==> src/rtl/buck_prot_regs.svh <==
`ifndef BUCK_PROT_REGS_SVH
`define BUCK_PROT_REGS_SVH

// Read command codes, which double as register offsets
`define CMD_LOAD_CURRENT     8'h8c
`define CMD_CURRENT_CEILING  8'hdd

// Report registers
`define REPORT_W             16
`define REPORT_RESET         16'h0000
`define REPORT_SAT           16'h00ff
`define REPORT_UNMAPPED      16'h0000

// Clock
`define CLK_PERIOD_NS        50

// Overvoltage filter, 1 us, longer than which the excursion trips
`define OV_FILT_NS           1000
`define OV_FILT_CYC          (`OV_FILT_NS / `CLK_PERIOD_NS)

// Undervoltage filter, 5 us
`define UV_FILT_NS           5000
`define UV_FILT_CYC          (`UV_FILT_NS / `CLK_PERIOD_NS)

// Latch-off ramp-down slew, 0.5 mV/us expressed in uV/us; one mV step per period
`define RAMP_SLEW_UV_PER_US  500
`define RAMP_STEP_NS         (1000000 / `RAMP_SLEW_UV_PER_US)
`define RAMP_STEP_CYC        (`RAMP_STEP_NS / `CLK_PERIOD_NS)

// Voltages in mV
`define OV_SOFT_START_MV     17'd2100
`define OV_HYST_MV           17'd25

// Protection option strap codes, in order of strap resistance
`define STRAP_FLOAT          3'h0
`define STRAP_33K            3'h1
`define STRAP_20K            3'h2
`define STRAP_13K            3'h3
`define STRAP_8K2            3'h4
`define STRAP_5K1            3'h5
`define STRAP_2K7            3'h6
`define STRAP_SHORT          3'h7

`endif

==> src/rtl/buck_prot_pkg.sv <==
package buck_prot_pkg;

	typedef enum logic [8:0] {
		ST_OFF        = 9'b000000001,
		ST_SOFT_START = 9'b000000010,
		ST_GOOD_DELAY = 9'b000000100,
		ST_RUN        = 9'b000001000,
		ST_OV_RECOVER = 9'b000010000,
		ST_OV_RAMP    = 9'b000100000,
		ST_OV_HOLD    = 9'b001000000,
		ST_LATCH_OFF  = 9'b010000000,
		ST_HICCUP     = 9'b100000000
	} state_t;

endpackage : buck_prot_pkg

==> src/rtl/code_sat.sv <==
`timescale 1ns/100ps
`include "buck_prot_regs.svh"

// Converter sample to 1 A per LSB report code, saturating at full scale
module code_sat #(
	parameter int IN_W  = 10,
	parameter int SHIFT = 2
) (
	input  wire logic                 i_clk,
	input  wire logic                 i_rst_n,
	input  wire logic                 i_load,
	input  wire logic [IN_W-1:0]      i_sample,
	output logic      [`REPORT_W-1:0] o_code
);

	wire logic [IN_W-1:0] scaled   = i_sample >> SHIFT;
	wire logic            over     = (scaled > IN_W'(`REPORT_SAT));
	wire logic [`REPORT_W-1:0] next_code = over ? `REPORT_SAT :
		{{(`REPORT_W-8){1'b0}}, scaled[7:0]};

	always_ff @(posedge i_clk) begin
		if (!i_rst_n)
			o_code <= `REPORT_RESET;
		else if (i_load)
			o_code <= next_code;
	end

endmodule : code_sat

==> src/rtl/buck_fault_protection_telemetry.sv <==
`timescale 1ns/100ps
`include "buck_prot_regs.svh"

// Overview of operation
// - Six phase outputs: high, low or floating.
// - Off, hiccup and latch-off modes float phases fully.
// - Sample ceiling strap once at enable, readable.
// - Ceiling code 1 A/LSB, saturates at 255.
// - Load current code 1 A/LSB, max 255.
// - Monitor 2 V input gives full-scale code.
// - Strap selects recoverable or latch-off overvoltage.
// - Over threshold beyond 1 us trips, drops good.
// - Recoverable overvoltage drives every phase low.
// - Recover when output more than 25 mV below threshold.
// - Recoverable soft start uses 2.1 V until good or a trip.
// - Latch-off: highs off, reference ramps -0.5 mV/us.
// - Ramp: lows toggle around threshold, 25 mV hysteresis.
// - Ramp at zero: lows on forever.
// - Latch-off soft start 2.1 V until ramp.
// - Latched faults need supply or enable toggle.
// - Overvoltage armed from soft start, not idle.
// - Under threshold beyond 5 us floats, drops good.
// - Undervoltage latches or hiccups, per strap.
// - Undervoltage armed after good delay only.
// - Strap decodes enable, overvoltage and fault options.
module buck_fault_protection_telemetry #(
	parameter int          PHASES         = 6,
	parameter int          ADC_W          = 10,
	parameter int          ADC_SHIFT      = 2,
	parameter logic [16:0] OV_MARGIN_MV   = 17'd200,
	parameter logic [16:0] UV_MARGIN_MV   = 17'd300,
	parameter int          GOOD_DELAY_CYC = 20000,
	parameter int          HICCUP_CYC     = 400000
) (
	input  wire logic              i_clk,
	input  wire logic              i_rst_n,
	input  wire logic              i_enable,
	input  wire logic              i_supply_ok,
	input  wire logic [2:0]        i_strap_code,
	input  wire logic [ADC_W-1:0]  i_ceiling_sample,
	input  wire logic [ADC_W-1:0]  i_monitor_sample,
	input  wire logic              i_monitor_valid,
	input  wire logic [15:0]       i_sense_mv,
	input  wire logic [15:0]       i_ref_mv,
	input  wire logic              i_soft_start_done,
	input  wire logic              i_other_fault,
	input  wire logic [PHASES-1:0] i_pwm_req,
	input  wire logic              i_cmd_valid,
	input  wire logic [7:0]        i_cmd_code,
	output logic      [PHASES-1:0] o_phase_hi_en,
	output logic      [PHASES-1:0] o_phase_lo_en,
	output logic                   o_output_good,
	output logic                   o_soft_start_run,
	output logic                   o_overvoltage_fault,
	output logic                   o_undervoltage_fault,
	output logic                   o_ramp_active,
	output logic      [15:0]       o_ramp_mv,
	output logic      [15:0]       o_rd_data,
	output logic                   o_rd_valid
);

	localparam logic [7:0]  OV_CYC   = 8'(`OV_FILT_CYC);
	localparam logic [7:0]  UV_CYC   = 8'(`UV_FILT_CYC);
	localparam logic [5:0]  STEP_CYC = 6'(`RAMP_STEP_CYC - 1);
	localparam logic [19:0] GOOD_LD  = 20'(GOOD_DELAY_CYC);
	localparam logic [19:0] HICCUP_LD = 20'(HICCUP_CYC);

	// Pin synchronisers
	logic en_meta;
	logic en_sync;
	logic sup_meta;
	logic sup_sync;

	always_ff @(posedge i_clk) begin
		if (!i_rst_n) begin
			en_meta  <= 1'b0;
			en_sync  <= 1'b0;
			sup_meta <= 1'b0;
			sup_sync <= 1'b0;
		end else begin
			en_meta  <= i_enable;
			en_sync  <= en_meta;
			sup_meta <= i_supply_ok;
			sup_sync <= sup_meta;
		end
	end

	wire logic running = en_sync & sup_sync;

	buck_prot_pkg::state_t state;
	buck_prot_pkg::state_t next_state;

	// Stored mode code
	logic prot_en;
	logic ovp_latch_mode;
	logic fault_latch_mode;

	wire logic strap_prot_en = (i_strap_code <= `STRAP_13K);
	wire logic strap_ovp_latch = (i_strap_code == `STRAP_20K) ||
		(i_strap_code == `STRAP_13K);
	wire logic strap_fault_latch = (i_strap_code == `STRAP_33K) ||
		(i_strap_code == `STRAP_13K) || (i_strap_code == `STRAP_8K2) ||
		(i_strap_code == `STRAP_5K1);

	wire logic start_up = (state == buck_prot_pkg::ST_OFF) && running;

	always_ff @(posedge i_clk) begin
		if (!i_rst_n) begin
			prot_en          <= 1'b0;
			ovp_latch_mode   <= 1'b0;
			fault_latch_mode <= 1'b0;
		end else if (start_up) begin
			prot_en          <= strap_prot_en;
			ovp_latch_mode   <= strap_ovp_latch;
			fault_latch_mode <= strap_fault_latch;
		end
	end

	// Threshold arithmetic, one bit wider than the sense value
	logic [15:0] ramp_mv;
	logic [5:0]  ramp_div;
	logic        ovp_tripped;
	logic        good_seen;
	logic        lo_toggle;
	logic [7:0]  ov_cnt;
	logic [7:0]  uv_cnt;
	logic [19:0] timer;

	wire logic in_ss  = (state == buck_prot_pkg::ST_SOFT_START);
	wire logic in_gd  = (state == buck_prot_pkg::ST_GOOD_DELAY);
	wire logic in_run = (state == buck_prot_pkg::ST_RUN);
	wire logic in_rec = (state == buck_prot_pkg::ST_OV_RECOVER);
	wire logic in_ramp = (state == buck_prot_pkg::ST_OV_RAMP);

	wire logic [16:0] sense17 = {1'b0, i_sense_mv};
	wire logic [16:0] ref17   = {1'b0, in_ramp ? ramp_mv : i_ref_mv};
	wire logic [16:0] ov_dyn  = ref17 + OV_MARGIN_MV;
	// Fixed level only in soft start and good delay, and only before any overvoltage trip or ramp
	wire logic use_fixed = (in_ss || in_gd) && !ovp_tripped;
	wire logic [16:0] ov_thr = use_fixed ? `OV_SOFT_START_MV : ov_dyn;
	wire logic over = sense17 > ov_thr;
	wire logic ov_clear = (sense17 + `OV_HYST_MV) < ov_thr;
	wire logic under = (sense17 + UV_MARGIN_MV) < {1'b0, i_ref_mv};

	wire logic ov_armed = prot_en && (in_ss || in_gd || in_run);
	wire logic uv_armed = prot_en && in_run;
	wire logic ov_trip = ov_armed && over && (ov_cnt == OV_CYC);
	wire logic uv_trip = uv_armed && under && (uv_cnt == UV_CYC);
	wire logic other_trip = i_other_fault && (in_ss || in_gd || in_run);

	wire buck_prot_pkg::state_t ov_dest = ovp_latch_mode ?
		buck_prot_pkg::ST_OV_RAMP : buck_prot_pkg::ST_OV_RECOVER;
	wire buck_prot_pkg::state_t fault_dest = fault_latch_mode ?
		buck_prot_pkg::ST_LATCH_OFF : buck_prot_pkg::ST_HICCUP;

	always_comb begin
		next_state = state;
		if (!running) begin
			next_state = buck_prot_pkg::ST_OFF;
		end else begin
			unique case (state)
				buck_prot_pkg::ST_OFF:
					next_state = buck_prot_pkg::ST_SOFT_START;
				buck_prot_pkg::ST_SOFT_START: begin
					if (ov_trip)
						next_state = ov_dest;
					else if (other_trip)
						next_state = fault_dest;
					else if (i_soft_start_done)
						next_state = buck_prot_pkg::ST_GOOD_DELAY;
				end
				buck_prot_pkg::ST_GOOD_DELAY: begin
					if (ov_trip)
						next_state = ov_dest;
					else if (other_trip)
						next_state = fault_dest;
					else if (timer == 20'h00000)
						next_state = buck_prot_pkg::ST_RUN;
				end
				buck_prot_pkg::ST_RUN: begin
					if (ov_trip)
						next_state = ov_dest;
					else if (uv_trip || other_trip)
						next_state = fault_dest;
				end
				buck_prot_pkg::ST_OV_RECOVER: begin
					if (ov_clear)
						next_state = good_seen ? buck_prot_pkg::ST_RUN :
							buck_prot_pkg::ST_SOFT_START;
				end
				buck_prot_pkg::ST_OV_RAMP: begin
					if (ramp_mv == 16'h0000)
						next_state = buck_prot_pkg::ST_OV_HOLD;
				end
				buck_prot_pkg::ST_OV_HOLD:
					next_state = buck_prot_pkg::ST_OV_HOLD;
				buck_prot_pkg::ST_LATCH_OFF:
					next_state = buck_prot_pkg::ST_LATCH_OFF;
				buck_prot_pkg::ST_HICCUP: begin
					if (timer == 20'h00000)
						next_state = buck_prot_pkg::ST_SOFT_START;
				end
				default:
					next_state = buck_prot_pkg::ST_OFF;
			endcase
		end
	end

	always_ff @(posedge i_clk) begin
		if (!i_rst_n)
			state <= buck_prot_pkg::ST_OFF;
		else
			state <= next_state;
	end

	// Filters restart on any gap in the excursion
	always_ff @(posedge i_clk) begin
		if (!i_rst_n || !ov_armed || !over)
			ov_cnt <= 8'h00;
		else if (ov_cnt != OV_CYC)
			ov_cnt <= ov_cnt + 8'h01;
	end

	always_ff @(posedge i_clk) begin
		if (!i_rst_n || !uv_armed || !under)
			uv_cnt <= 8'h00;
		else if (uv_cnt != UV_CYC)
			uv_cnt <= uv_cnt + 8'h01;
	end

	wire logic enter_gd = in_ss && (next_state == buck_prot_pkg::ST_GOOD_DELAY);
	wire logic enter_hic = (state != buck_prot_pkg::ST_HICCUP) &&
		(next_state == buck_prot_pkg::ST_HICCUP);

	// One timer serves the good delay and the hiccup wait; they never overlap
	always_ff @(posedge i_clk) begin
		if (!i_rst_n)
			timer <= 20'h00000;
		else if (enter_gd)
			timer <= GOOD_LD;
		else if (enter_hic)
			timer <= HICCUP_LD;
		else if (timer != 20'h00000)
			timer <= timer - 20'h00001;
	end

	always_ff @(posedge i_clk) begin
		if (!i_rst_n || state == buck_prot_pkg::ST_OFF) begin
			ovp_tripped <= 1'b0;
			good_seen   <= 1'b0;
		end else begin
			if (ov_trip)
				ovp_tripped <= 1'b1;
			if (in_run)
				good_seen <= 1'b1;
		end
	end

	// Reference ramp-down, one mV per step period
	wire logic ramp_start = ov_trip && ovp_latch_mode;

	always_ff @(posedge i_clk) begin
		if (!i_rst_n) begin
			ramp_mv  <= 16'h0000;
			ramp_div <= 6'h00;
		end else if (ramp_start) begin
			ramp_mv  <= i_ref_mv;
			ramp_div <= STEP_CYC;
		end else if (in_ramp && ramp_mv != 16'h0000) begin
			if (ramp_div == 6'h00) begin
				ramp_mv  <= ramp_mv - 16'h0001;
				ramp_div <= STEP_CYC;
			end else begin
				ramp_div <= ramp_div - 6'h01;
			end
		end
	end

	// Low sides on at the trip, then bang-bang around the falling threshold
	always_ff @(posedge i_clk) begin
		if (!i_rst_n || ramp_start)
			lo_toggle <= 1'b1;
		else if (in_ramp && over)
			lo_toggle <= 1'b1;
		else if (in_ramp && ov_clear)
			lo_toggle <= 1'b0;
	end

	// Phase drive; both enables low leaves a pin floating for the mid level
	logic [PHASES-1:0] next_hi;
	logic [PHASES-1:0] next_lo;

	always_comb begin
		next_hi = '0;
		next_lo = '0;
		unique case (next_state)
			buck_prot_pkg::ST_SOFT_START, buck_prot_pkg::ST_GOOD_DELAY,
			buck_prot_pkg::ST_RUN: begin
				next_hi = i_pwm_req;
				next_lo = ~i_pwm_req;
			end
			buck_prot_pkg::ST_OV_RECOVER:
				next_lo = '1;
			buck_prot_pkg::ST_OV_RAMP:
				next_lo = {PHASES{lo_toggle}};
			buck_prot_pkg::ST_OV_HOLD:
				next_lo = '1;
			default: begin
				next_hi = '0;
				next_lo = '0;
			end
		endcase
	end

	wire logic next_ovp = (next_state == buck_prot_pkg::ST_OV_RECOVER) ||
		(next_state == buck_prot_pkg::ST_OV_RAMP) ||
		(next_state == buck_prot_pkg::ST_OV_HOLD);

	always_ff @(posedge i_clk) begin
		if (!i_rst_n) begin
			o_phase_hi_en        <= '0;
			o_phase_lo_en        <= '0;
			o_output_good        <= 1'b0;
			o_soft_start_run     <= 1'b0;
			o_overvoltage_fault  <= 1'b0;
			o_undervoltage_fault <= 1'b0;
			o_ramp_active        <= 1'b0;
			o_ramp_mv            <= 16'h0000;
		end else begin
			o_phase_hi_en       <= next_hi;
			o_phase_lo_en       <= next_lo;
			o_output_good       <= (next_state == buck_prot_pkg::ST_RUN);
			o_soft_start_run    <= (next_state == buck_prot_pkg::ST_SOFT_START);
			o_overvoltage_fault <= next_ovp;
			o_ramp_active       <= (next_state == buck_prot_pkg::ST_OV_RAMP) ||
				(next_state == buck_prot_pkg::ST_OV_HOLD);
			o_ramp_mv           <= ramp_mv;
			// A trip in the cycle that enable or supply drops still marks the fault
			if (uv_trip)
				o_undervoltage_fault <= 1'b1;
			else if (!running)
				o_undervoltage_fault <= 1'b0;
		end
	end

	// Report registers
	logic [`REPORT_W-1:0] ceiling_code;
	logic [`REPORT_W-1:0] load_code;

	code_sat #(
		.IN_W  (ADC_W),
		.SHIFT (ADC_SHIFT)
	) u_ceiling (
		.i_clk    (i_clk),
		.i_rst_n  (i_rst_n),
		.i_load   (start_up),
		.i_sample (i_ceiling_sample),
		.o_code   (ceiling_code)
	);

	code_sat #(
		.IN_W  (ADC_W),
		.SHIFT (ADC_SHIFT)
	) u_load (
		.i_clk    (i_clk),
		.i_rst_n  (i_rst_n),
		.i_load   (i_monitor_valid),
		.i_sample (i_monitor_sample),
		.o_code   (load_code)
	);

	wire logic hit_load    = (i_cmd_code == `CMD_LOAD_CURRENT);
	wire logic hit_ceiling = (i_cmd_code == `CMD_CURRENT_CEILING);
	wire logic [`REPORT_W-1:0] rd_mux = hit_load ? load_code :
		hit_ceiling ? ceiling_code : `REPORT_UNMAPPED;

	always_ff @(posedge i_clk) begin
		if (!i_rst_n) begin
			o_rd_data  <= `REPORT_RESET;
			o_rd_valid <= 1'b0;
		end else begin
			o_rd_valid <= i_cmd_valid;
			if (i_cmd_valid)
				o_rd_data <= rd_mux;
		end
	end

endmodule : buck_fault_protection_telemetry

==> config.mk <==
export PLATFORM = sky130hd
export DESIGN_NAME = buck_fault_protection_telemetry
export DESIGN_NICKNAME = d
export VERILOG_FILES = /design/src/rtl/buck_prot_pkg.sv /design/src/rtl/code_sat.sv /design/src/rtl/buck_fault_protection_telemetry.sv
export VERILOG_INCLUDE_DIRS = /design/src /design/src/rtl
export SDC_FILE = /design/constraint.sdc
export NUM_CORES = 1
export LEC_CHECK = 0
export BUFFER_PORTS_ARGS = -buffer_cell sky130_fd_sc_hd__buf_4
export CORE_MARGIN = 10
export CORE_UTILIZATION = 47
export CTS_CLUSTER_SIZE = 30
export DETAILED_ROUTE_END_ITERATION = 8
export HOLD_SLACK_MARGIN = 0.12
export PLACE_DENSITY_LB_ADDON = 0.05
export SYNTH_ARGS = -nofsm -noshare
export SYNTH_HDL_FRONTEND = slang
export SYNTH_HIERARCHICAL = 1
export SYNTH_SLANG_ARGS = --single-unit
==> constraint.sdc <==
create_clock -name i_clk -period 6.42 [get_ports i_clk]
set_input_delay 1.284 -clock i_clk [delete_from_list [all_inputs] [get_ports i_clk]]
set_output_delay 1.284 -clock i_clk [all_outputs]
set_load 0.02 [all_outputs]
Word level (Yosys, flattened, before mapping)

Index checks and enable logic that the tools add are counted.

Input port bits: 77
Logic and storage cells: 165
Bits in registers: 159

Bitwise gates (word level): 3
Eq/ne operators: 29
Reductions and logical operators: 54
Order comparisons: 6
Muxes and demuxes: 34
$add $sub $neg: 8

Operator list:

| cell                                                 | count |
|---|---|
| two-way mux 9 bit                                    | 13 |
| two-way mux 16 bit                                   | 6 |
| case mux 9 bit (9 select lines)                      | 1 |
| two-way mux 19 bit                                   | 2 |
| two-way mux 6 bit                                    | 4 |
| logical NOT 20 bit                                   | 1 |
| nonzero test 20 bit                                  | 1 |
| subtractor 20 x 1 -> 20 bit (second input constant)  | 1 |
| equality test 9 x 2 -> 1 bit (second input constant) | 2 |
| equality test 9 x 3 -> 1 bit (second input constant) | 2 |
| equality test 9 x 4 -> 1 bit (second input constant) | 2 |
| equality test 9 x 5 -> 1 bit (second input constant) | 2 |
| equality test 9 x 6 -> 1 bit (second input constant) | 2 |
| equality test 9 x 7 -> 1 bit (second input constant) | 2 |
| equality test 9 bit (second input constant)          | 2 |
| case mux 6 bit (3 select lines)                      | 1 |
| adder 16 x 5 -> 17 bit (second input constant)       | 1 |
| adder 16 x 8 -> 17 bit (second input constant)       | 1 |
| adder 16 x 9 -> 17 bit (second input constant)       | 1 |
| > comparator 16 x 17 -> 1 bit                        | 1 |
| < comparator 17 x 16 -> 1 bit                        | 1 |
| < comparator 17 bit                                  | 1 |
| two-way mux 17 bit                                   | 1 |
| adder 8 x 1 -> 8 bit (second input constant)         | 2 |
| other kinds (34)                                     | 81 |

Logic depth before layout (Yosys ltp)

Gate-level depths: netlist of run 1.

Word-level depth: 14
Mapped depth: 26

Hierarchy

Netlist of run 1, hierarchy kept.

By module, submodules not included:

| module                          | instances | cells each | seq. area each (µm²) | area an instance (µm²) |
|---|---|---|---|---|
| buck_fault_protection_telemetry | 1         | 951        | 2542.4               | 7901.3 |
| code_sat                        | 2         | 34         | 160.2                | 365.4 |

Worst setup path before layout of run 1

No wires, ideal clock.

Kind: register -> register
Start point: register state[1]
End point: register timer[13]
Required time: 6.303 ns
Stages on the path, launching flop included: 25
Arrival: 4.952 ns
Library setup time: 0.117 ns
Setup slack: 1.351 ns
Path buffers: 6
Path through: dfxtp_1 > clkbuf_1 > nor4_1 > and3_1 > buf_2 > clkbuf_8 > clkbuf_1 > clkbuf_1 > o21ai_0 > ha_1 > a211oi_1 > mux2i_1 > nand2_1 > xor2_1 > nor2_1 > o21ai_0 > ha_1 > nand4_1 > nor4_1 > a211oi_1 > a211oi_2 > a211oi_2 > o31ai_1 > buf_2 > nor2_1

Longest elaborated chain between the ends: 13
Elaborated cells between the ends (all ways): 44

RTL lines:

| item                                                                       | line                                                                                                                   | text |
|---|---|---|
| start, declared                                                            | buck_fault_protection_telemetry.sv:90                                                                                  | `buck_prot_pkg::state_t state;` |
| start signal, assigned                                                     | buck_fault_protection_telemetry.sv:211                                                                                 | `state <= buck_prot_pkg::ST_OFF;` |
| start signal, assigned                                                     | buck_fault_protection_telemetry.sv:213                                                                                 | `state <= next_state;` |
| equality test 9 x 6 -> 1 bit (tied with other cells)                       | buck_fault_protection_telemetry.sv:133, buck_fault_protection_telemetry.sv:161                                         |  |
| two-way mux 16 bit / logical OR 1 bit (equally long branches)              | n/a                                                                                                                    |  |
| adder 16 x 8 -> 17 bit / logical AND 1 bit (equally long branches)         | buck_fault_protection_telemetry.sv:137, buck_fault_protection_telemetry.sv:139                                         |  |
| two-way mux 17 bit                                                         | buck_fault_protection_telemetry.sv:140                                                                                 | `` wire logic [16:0] ov_thr = use_fixed ? `OV_SOFT_START_MV : ov_dyn; `` |
| > comparator 16 x 17 -> 1 bit                                              | buck_fault_protection_telemetry.sv:141                                                                                 | `wire logic over = sense17 > ov_thr;` |
| logical AND 1 bit (2 in a row)                                             | buck_fault_protection_telemetry.sv:147                                                                                 | `wire logic ov_trip = ov_armed && over && (ov_cnt == OV_CYC);` |
| two-way mux 9 bit, on equally long branches                                | buck_fault_protection_telemetry.sv:181, buck_fault_protection_telemetry.sv:165, buck_fault_protection_telemetry.sv:173 |  |
| case mux 9 bit (9 select lines)                                            | buck_fault_protection_telemetry.sv:161                                                                                 | `unique case (state)` |
| two-way mux 9 bit                                                          | buck_fault_protection_telemetry.sv:158                                                                                 | `if (!running) begin` |
| equality test 9 x 3 -> 1 bit / equality test 9 bit (equally long branches) | buck_fault_protection_telemetry.sv:231, buck_fault_protection_telemetry.sv:233                                         |  |
| logical AND 1 bit, on equally long branches                                | buck_fault_protection_telemetry.sv:231, buck_fault_protection_telemetry.sv:232                                         |  |
| OR reduction 3 bit (no line) (*)                                           | n/a                                                                                                                    |  |
| end signal, assigned                                                       | buck_fault_protection_telemetry.sv:244                                                                                 | `timer <= timer - 20'h00001;` |
| end, declared                                                              | buck_fault_protection_telemetry.sv:127                                                                                 | `logic [19:0] timer;` |

Mark *: on every way between the ends. The rest lies on a longest branch, timed or not.
A chain may end at the register's enable or synchronous reset.

Final worst setup path of run 1

Start point: register state[7]
End point: register timer[5]

Longest elaborated chain between the ends: 14
Elaborated cells between the ends (all ways): 46

RTL lines:

| item                                                               | line                                                                                                                   | text |
|---|---|---|
| equality test 9 x 6 -> 1 bit (tied with other cells)               | buck_fault_protection_telemetry.sv:133, buck_fault_protection_telemetry.sv:161                                         |  |
| two-way mux 16 bit / logical OR 1 bit (equally long branches)      | n/a                                                                                                                    |  |
| adder 16 x 8 -> 17 bit / logical AND 1 bit (equally long branches) | buck_fault_protection_telemetry.sv:137, buck_fault_protection_telemetry.sv:139                                         |  |
| two-way mux 17 bit                                                 | buck_fault_protection_telemetry.sv:140                                                                                 |  |
| > comparator 16 x 17 -> 1 bit                                      | buck_fault_protection_telemetry.sv:141                                                                                 |  |
| logical AND 1 bit (2 in a row)                                     | buck_fault_protection_telemetry.sv:147                                                                                 |  |
| two-way mux 9 bit, on equally long branches                        | buck_fault_protection_telemetry.sv:181, buck_fault_protection_telemetry.sv:165, buck_fault_protection_telemetry.sv:173 |  |
| case mux 9 bit (9 select lines)                                    | buck_fault_protection_telemetry.sv:161                                                                                 |  |
| two-way mux 9 bit                                                  | buck_fault_protection_telemetry.sv:158                                                                                 |  |
| equality test 9 bit                                                | buck_fault_protection_telemetry.sv:233                                                                                 | `(next_state == buck_prot_pkg::ST_HICCUP);` |
| logical AND 1 bit                                                  | buck_fault_protection_telemetry.sv:232                                                                                 | `wire logic enter_hic = (state != buck_prot_pkg::ST_HICCUP) &&` |
| two-way mux 19 bit                                                 | buck_fault_protection_telemetry.sv:241                                                                                 | `else if (enter_hic)` |
| two-way mux 15 bit                                                 | buck_fault_protection_telemetry.sv:239                                                                                 | `else if (enter_gd)` |

Several ways; a longest one is shown, not always the timed one.

==> results of run 1 <==
==> area by class of cell <==
class | count | area [um^2] | share of cell area, %
inverter | 49 | 183.9 | 1.820
tap | 229 | 286.5 | 2.835
clock buffer | 18 | 429.2 | 4.246
timing repair buffer | 130 | 975.9 | 9.655
sequential | 143 | 2863 | 28.32
multi-input combinational | 781 | 5256 | 52.00
clock inverter | 13 | 113.9 | 1.126
==> path summary, 6_finish.rpt <==
check             startpoint  slack (ps)        to
setup / recovery    state[7]         900  timer[5]
hold / removal       en_meta         440   en_sync
setup reg to reg    state[7]         900  timer[5]
hold reg to reg      en_meta         440   en_sync
==> sequential cells by signal, indices dropped and copies added, names as in the netlist, 8 cells and up <==
| name | flops |
|---|---|
| timer | 20 |
| o_ramp_mv | 16 |
| o_rd_data | 16 |
| ramp_mv | 16 |
| state | 9 |
| ov_cnt | 8 |
| u_ceiling/o_code | 8 |
| u_load/o_code | 8 |
| uv_cnt | 8 |
==> where the power goes <==
group / total, mW / switching [mW] / internal, mW
registers: 0.978 / 0.0396 / 0.938
clock network: 0.931 / 0.400 / 0.531
logic: 0.529 / 0.301 / 0.228
total: 2.44 / 0.741 / 1.70
==> metrics by stage <==
| step | util (%) | area, um^2 | setup WS, ps | power (mW) |
|---|---|---|---|---|
| 5_1_grt | 56.08 | 10110 | 483.0 | 2.582 |
| 3_5_place_dp | 53.07 | 9565 | 769.4 | 1.522 |
| 3_3_place_gp | 53.07 | 9565 | 830.7 | 1.516 |
| 4_1_cts | 56.08 | 10110 | 975.7 | 2.460 |
| 2_1_floorplan | - | 8685 | 1351 | 1.380 |
| 6_report | 56.08 | 10110 | 901.6 | 2.439 |
==> cells in the final DEF, fill, tap and decap left out, types with 8 or more instances in the layout <==
cell,Yosys,layout
xor2_1,33,33
nor3_1,29,29
nor4_1,11,10
nand2_1,61,61
a21oi_1,51,51
nor2b_1,29,29
nand2b_1,9,9
clkbuf_16,0,17
ha_1,57,57
conb_1,2,16
a22oi_1,17,17
buf_4,17,130
and2_1,20,20
nand4_1,13,13
nand3_1,40,40
nor2_1,117,117
o31ai_1,10,10
dfxtp_1,143,143
a211oi_1,38,38
and3_1,11,11
mux2i_1,29,29
nor3b_1,8,8
inv_1,47,47
o21ai_0,36,36
xnor2_1,53,53
==> routing by layer <==
metal  vias up  share of wire (%)  wire length (um)  track usage [%]
li1       3799                  -                 -                -
met1      3404                 48             10790            25.28
met2       160                 45              9990            28.63
met3        11                6.4              1421            5.707
met4         0               0.73               164            4.144
met5         -                  0                 0                0
==> kinds of logic (layout without fill, tap and decap cells) <==
logic type | Yosys count | in the layout | share of synthesized area, %
buffers and inverters | 109 | 210 | 6.624
other | 2 | 16 | 0.08700
adders and majority gates | 57 | 57 | 8.262
and+or+nand+nor | 388 | 388 | 23.66
xor gates and xnor gates | 86 | 86 | 8.726
AOI/OAI and AO/OA | 204 | 204 | 15.94
muxes | 30 | 30 | 3.537
DFF | 143 | 143 | 33.16
==> run metrics, run 1 <==
outcome=finished, final reports clean; Syn. warnings=6; Netlist cell types=77; Final Skew=13.58 ps; # rows=49; Worst EP required=6700 ps; share of the synthesized area in the top cell type=33.16%; CP Data Arrival Time=5800 ps; CTS buffer count=17; Hold-fix buffers, CTS=0; clock root cell=clkbuf_16; Via density=5.410; asr flop ratio synth=0%; Iteration-0 DRC Markers=399; vias=7,374; top cells by count, synth=dfxtp_1, nor2_1, nand2_1; GPL Wtd Cong=0.8686; area grow syn2layout=17.10%; # DRC=0; DPL Wire Length=16,970 um; postcts setup bufs=0; die height=155.5 um; top-count cell post-synth=dfxtp_1; WL/cell=16.41 um; crit start category=flop; final hold slack=435.2 ps; fmax=181.2 MHz; final hold viol count=0; total die area=24,190 um^2; Mean Syn Cell Area=8.471 um^2; largest cells by area after synthesis=dfxtp_1, ha_1, xnor2_1, nor2_1, mux2i_1; fin crit period=5518 ps; crit path capture type=flop; wirelength, routed=22,370 um; Max VDD drop=0.0002354 V; Max Root-Sink Buffers=2; RSZ-0062 raised after global routing=no; Worst-Skew Late Latency=420 ps; setup violators final=0; worst min-delay path class=reg2reg; Final Non-Filler Cells=1,363; Synth Instances=1,019; register area share after synthesis=33.16%; core area=18,020 um^2; initial antenna violation count=0; Pins Over Slew Limit=0; total grt overflow=0; Fin Setup TNS=0 ps; relative slew slack=21.55%; crit-path max cell delay=550 ps; global-route wire length before repair=37,430 um; Pwr Density=241.3 nW/um^2; Port Buffers=122; final critical-path share of the clock period=85.96%; H-Tree Depth=4; Synth Register Bits=143; ys flop type=dfxtp_1; cts repair resizes=0; Final ANT Viol Nets=0; Total GRT Usage=18.70%; Sinks on Clock Net=143; Mapped Area=8632 um^2; clk slew on worst S/H paths=60 ps; Starting Density=47.89%; worst path cell trace=nor4_4 -> and3_1 -> nand2_1 -> o21ai_0 -> ha_1 -> a211oi_1 -> mux2i_1 -> nand2_1 -> xor2_1 -> nor2_1 -> o21ai_0 -> ha_1 -> nand4_1 -> nor4_1 -> a211oi_1 -> a211oi_2 -> a211oi_2 -> o31ai_1 -> o21ai_0; cells on worst reg2reg path=19; maxcap violations=0; placed cells=1,332; Yosys top cell by area=dfxtp_1; worst-path maximum fanout=8; 1st-pass router iterations=4; vias in the first global route=7,171; crit-path leading delay family=compound AO/OA/AOI/OAI gates; TritonCTS clock tree=built; CP Buf/Inv Count=0; most used cell, CP=o21ai_0; worst slew pin tran=1172 ps; IO Count=127; WS Path Type=reg2reg; Antenna Cells=0; pin count of the biggest net entering global routing=48; fraction of layout cells with a size suffix above 1=16.23%; slowest CP cell=nor4_1; Hold Path Stages=1; Worst path depth=19; NumNets Final=1,256; Leak=4.156 nW; die width=155.5 um; fillers=1,764; Post-synth EDFFs=0
(Power assumes the default switching activity.)
==> run 2: changes to the inputs <==
Settings changed: ABC_AREA set to 1.
==> run 2 against run 1 <==
  * Critical path depth is 6 higher
  * Register-to-register slack better by 590 ps
  * Maximum frequency is 12% higher
  * Global-route usage is 0.32 points higher
  * Count of clock-buffer cells in the layout stayed put
  * Die area is 3.3% higher
  * Synthesized cell count is 28% higher
  * Non-clock buffer count is 3 lower
  * Hold slack worse by 24 ps
  * Core utilization hardly changed
  * Highest routed layer unchanged
==> run metrics, run 2 <==
DPL Wire Length=17,950 um; Mapped Area=8960 um^2; final critical-path share of the clock period=76.81%; setup violators final=0; Final Non-Filler Cells=1,660; total grt overflow=0; ys flop type=dfxtp_1; most frequent cells in the layout=nand2_1, inv_1, nor2_1; clk slew on worst S/H paths=60 ps; Synth Register Bits=143; Max VDD drop=0.0001990 V; relative slew slack=35.24%; met2 usage=29.61%; Syn. warnings=6; final hold slack=411.1 ps; Port Buffers=122; Reg with most FFs=timer; die width=158.1 um; GPL Wtd Cong=0.8769; vias in the first global route=7,881; H-Tree Depth=4; WS Path Type=reg2reg; 1st-pass router iterations=5; Worst EP required=6720 ps; fraction of layout cells with a size suffix above 1=14.87%; crit path capture type=flop; Via density=4.909; final hold viol count=0; clock root cell=clkbuf_16; commonest non-fill, non-tap cell in the layout=nand2_1; asr flop ratio synth=0%; dpl ws=1063 ps; cells on worst reg2reg path=25; share of the synthesized area in the top cell type=31.95%; Hold Path Stages=2; area grow syn2layout=17.12%; total die area=24,990 um^2; final non-filler cell area=10,490 um^2; Iteration-0 DRC Markers=578; worst slew pin tran=962.5 ps; fmax=202.8 MHz; met3 GRT Util=4.532%; Total GRT Usage=19.02%; postcts setup bufs=0; top-count cell post-synth=nand2_1; flip-flop count of the largest register after layout=20; GRT Max-Usage Layer=met2; CTS buffer count=17; fillers=1,899; NumNets Final=1,547; placed cells=1,628; Sinks on Clock Net=143; Starting Density=47.90%; Final Skew=14.97 ps; Netlist cell types=52; die height=158.1 um; GR Util met1=25.95%; TritonCTS clock tree=built; Final ANT Viol Nets=0; register area share after synthesis=31.95%; # rows=50; maxcap violations=0; # DRC=0; crit start category=flop; vias=8,149; initial antenna violation count=0; pin count of the biggest net entering global routing=50; Synth Instances=1,301; cts repair resizes=0; global-route wire length before repair=38,550 um; IO Count=127; largest cells by area after synthesis=dfxtp_1, nand2_1, inv_1, ha_1, nor2_1; worst min-delay path class=reg2reg; Pwr Density=244.4 nW/um^2; top cells by count, synth=nand2_1, inv_1, nor2_1; placed inst area=9946 um^2; Pins Over Slew Limit=0; wirelength, routed=22,950 um; Antenna Cells=0; Yosys top cell by area=dfxtp_1; core area=18,710 um^2; WL/cell=13.82 um; Mean Syn Cell Area=6.887 um^2; Hold-fix buffers, CTS=0; Fin Setup TNS=0 ps; Post-synth EDFFs=0; Leak=5.254 nW; worst-path maximum fanout=29; setup ws final=1489 ps; Max Root-Sink Buffers=2; fin crit period=4931 ps; CP Data Arrival Time=5230 ps; RSZ-0062 raised after global routing=no; outcome=finished, final reports clean; Worst-Skew Late Latency=430 ps
-- run 2: cell type report --
class	instances	area (um^2)	area share, %
repair buffers	127	953.4	9.085
flip-flops and latches	143	2863	27.28
well taps	234	292.8	2.790
clock buffers	18	439.2	4.185
inverters	201	757.0	7.214
clock inverters	14	108.9	1.037
multi-input cells	923	5080	48.41
-- run 2: cells by family (layout without fill, tap and decap cells) --
group	count (synthesis)	after routing	synth area share [%]
AND/OR/NAND/NOR	610	610	30.81
buffers and inverters	249	360	12.01
flip-flops	143	143	31.95
AO/OA/AOI/OAI	181	181	11.42
other	2	16	0.08382
XOR/XNOR	59	59	5.767
adder cells (fa/ha/maj)	57	57	7.960
-- run 2: metal layers --
metal / part of all wire (%) / wire [um] / vias to the layer above
li1: - / - / 4378
met3: 5.8 / 1321 / 16
met1: 49 / 11150 / 3607
met4: 0.89 / 204 / 0
met2: 45 / 10270 / 148
met5: 0 / 0 / -
-- run 2: final timing paths --
path | end | slack (ps) | from
min reg2reg | en_sync | 410 | en_meta
max reg2reg | ramp_mv[0] | 1490 | state[1]
min | en_sync | 410 | en_meta
max | ramp_mv[0] | 1490 | state[1]
-- run 2: power by group --
group          internal (mW)  total [mW]  switching, mW  leakage [nW]
sequential             0.955        1.02         0.0621          1.16
clock                  0.510       0.918          0.409         0.273
combinational          0.258       0.629          0.371          3.82
-- run 2: critical path: stages, from the launching register on --
cell and delay [ps]:
dfxtp_1 360, inv_2 100, nand2_2 110, nor2_8 190
nand2_2 390, o21ai_2 320, nand3_2 130, nand2_2 90
nand2_2 70, nor2_4 100, nand2_1 70, nor2_1 90
inv_1 60, nor2_1 120, inv_1 70, o21ai_0 330
ha_1 320, nand2_1 130, nor3b_1 60, nand3_1 80
o21a_2 210, nand4_4 170, nor2_1 350, inv_1 360
o21ai_0 440, a21oi_1 70
-- run 2: per-stage QoR --
step,power (mW),utilization (%)
2_1_floorplan,1.505,-
3_3_place_gp,1.656,53.17
3_5_place_dp,1.665,53.17
4_1_cts,2.596,56.10
5_1_grt,2.748,56.10
6_report,2.565,56.10
==> run 3: changes to the inputs <==
Clock period 6.42 ns to 4.24 ns, I/O delays scaled along.
==> run 3 against run 2 <==
  * Critical path depth up 7
  * Maximum frequency is 20% higher
  * Via count rose by 5.8%
  * Sequential power grew 51%
  * Combinational power grew 61%
  * First-iteration DRC count fell by 15%
  * Hold slack improved by 5.4 ps
  * Register-to-register slack lost 1400 ps
  * Sequential share of layout area decreased by 2.3 points
  * Non-clock buffer count rose by 89
  * Die area unchanged
  * Final cell count up 5.4%
  * Largest cell class unchanged
  * Largest power group unchanged
==> run metrics, run 3 (synthesis results as in run 2) <==
wirelength, routed=24,410 um; Sinks on Clock Net=143; Final Core Density=61.30%; vias in the first global route=8,159; HP Start=sup_meta; flip-flop count of the largest register after layout=20; Antenna Cells=0; outcome=finished, final reports clean; CTS buffer count=17; Iteration-0 DRC Markers=493; # DRC=0; fmax=242.9 MHz; relative slew slack=42.19%; GPL Wtd Cong=0.9107; NumNets Final=1,637; setup ws final=122.3 ps; core area=18,710 um^2; fin crit period=4118 ps; commonest non-fill, non-tap cell in the layout=nand2_1; Port Buffers=122; vias=8,620; RSZ-0062 raised after global routing=yes; Worst EP required=4610 ps; crit start category=flop; dpl ws=-167.1 ps; Final Skew=8.691 ps; final hold slack=416.5 ps; WL/cell=13.95 um; final critical-path share of the clock period=97.12%; most frequent cells in the layout=nand2_1, buf_4, inv_1; clk slew on worst S/H paths=60 ps; fraction of layout cells with a size suffix above 1=22.89%; final hold viol count=0; slowest CP cell=dfxtp_2; area grow syn2layout=27.97%; die width=158.1 um; crit path launch=state[7]; IO Count=127; Via density=4.926; Max Root-Sink Buffers=2; worst-path maximum fanout=5; # rows=50; Hold Path Stages=2; Max VDD drop=0.0002748 V; Total GRT Usage=19.29%; crit-path max cell delay=330 ps; CP Data Arrival Time=4490 ps; Fin Setup TNS=0 ps; combinational share of power=25.2%; Worst-Skew Late Latency=420 ps; Pwr Density=351.4 nW/um^2; setup violators final=0; worst min-delay path class=reg2reg; die height=158.1 um; DPL Wire Length=18,800 um; 1st-pass router iterations=5; most used cell, CP=nand2_1; Final ANT Viol Nets=0; switching power=1.324 mW; Reg with most FFs=timer; worst slew pin tran=866.2 ps; WS Path Type=reg2reg; Leak=5.732 nW; global-route wire length before repair=39,130 um; maxcap violations=0; cells on worst reg2reg path=32; pin count of the biggest net entering global routing=44; total grt overflow=0; Sequential Power Share=38.2%; initial antenna violation count=0; H-Tree Depth=4; TritonCTS clock tree=built; Starting Density=47.90%; Net Sw Frac=32.87%; Pins Over Slew Limit=0; crit path capture type=flop; Clk pwr share=36.6%; Reg-to-Reg Start=state[7]; Pint=2.705 mW; clock root cell=clkbuf_16; total die area=24,990 um^2
==> run 3: worst max-delay path, delay by kind of cell (launching register included) <==
kind | cells | cell delay, ps
buffers and inverters | 5 | 470
and+or+nand+nor | 24 | 2630
AOI/OAI and AO/OA | 2 | 330
adders and majority gates | 1 | 280
DFF | 1 | 330
==> run 3: power groups by stage <==
| stage | registers, mW | logic [mW] | clock network [mW] |
|---|---|---|---|
| final | 1.54 | 1.01 | 1.47 |
| after global routing | 1.55 | 1.15 | 1.57 |
| after CTS | 1.54 | 0.997 | 1.51 |
| after detailed placement | 1.57 | 0.985 | 0 |
| after global placement | 1.57 | 0.970 | 0 |
| after floorplan | 1.56 | 0.723 | 0 |
==> run 3: worst paths after layout <==
path | endpoint | slack (ps)
max | o_phase_lo_en[4] | 120
min | sup_sync | 420
max reg2reg | o_phase_lo_en[4] | 120
min reg2reg | sup_sync | 420
==> run 3: what timing repair did <==
| item | CTS | global route |
|---|---|---|
| buffers inserted | 0 | 9 |
| resized for setup | 4 | 60 |
| hold buffers | 0 | 0 |
| pin swaps | 0 | 20 |
| gates cloned | 0 | 1 |
| setup endpoints to repair | 6 | 59 |
==> run 3: layout make-up <==
cell class / instances / area [um^2]
Sequential cell: 143 / 2867
Inverter: 201 / 757.0
Clock inverter: 15 / 158.9
Timing Repair Buffer: 216 / 1670
Clock buffer: 17 / 425.4
Multi-Input combinational cell: 924 / 5295
Fill cell: 1740 / 7239
Tap cell: 234 / 292.8
==> run 3: per-stage QoR <==
step	std cells	power, mW	instance area (um^2)
after floorplan	1315	2.279	9012
after global placement	1708	2.538	10570
after detailed placement	1708	2.554	10570
after CTS	1740	4.043	11170
after global routing	1750	4.275	11470
final	1750	4.029	11470
==> run 3: routing by layer <==
metal	part of all wire, %	up-vias	wire, um	track usage [%]
met5	0	-	0	0
met4	0.98	0	238	5.029
met3	5.6	20	1369	4.369
met2	46	177	11280	30.68
met1	47	3861	11530	25.73
li1	-	4562	-	-
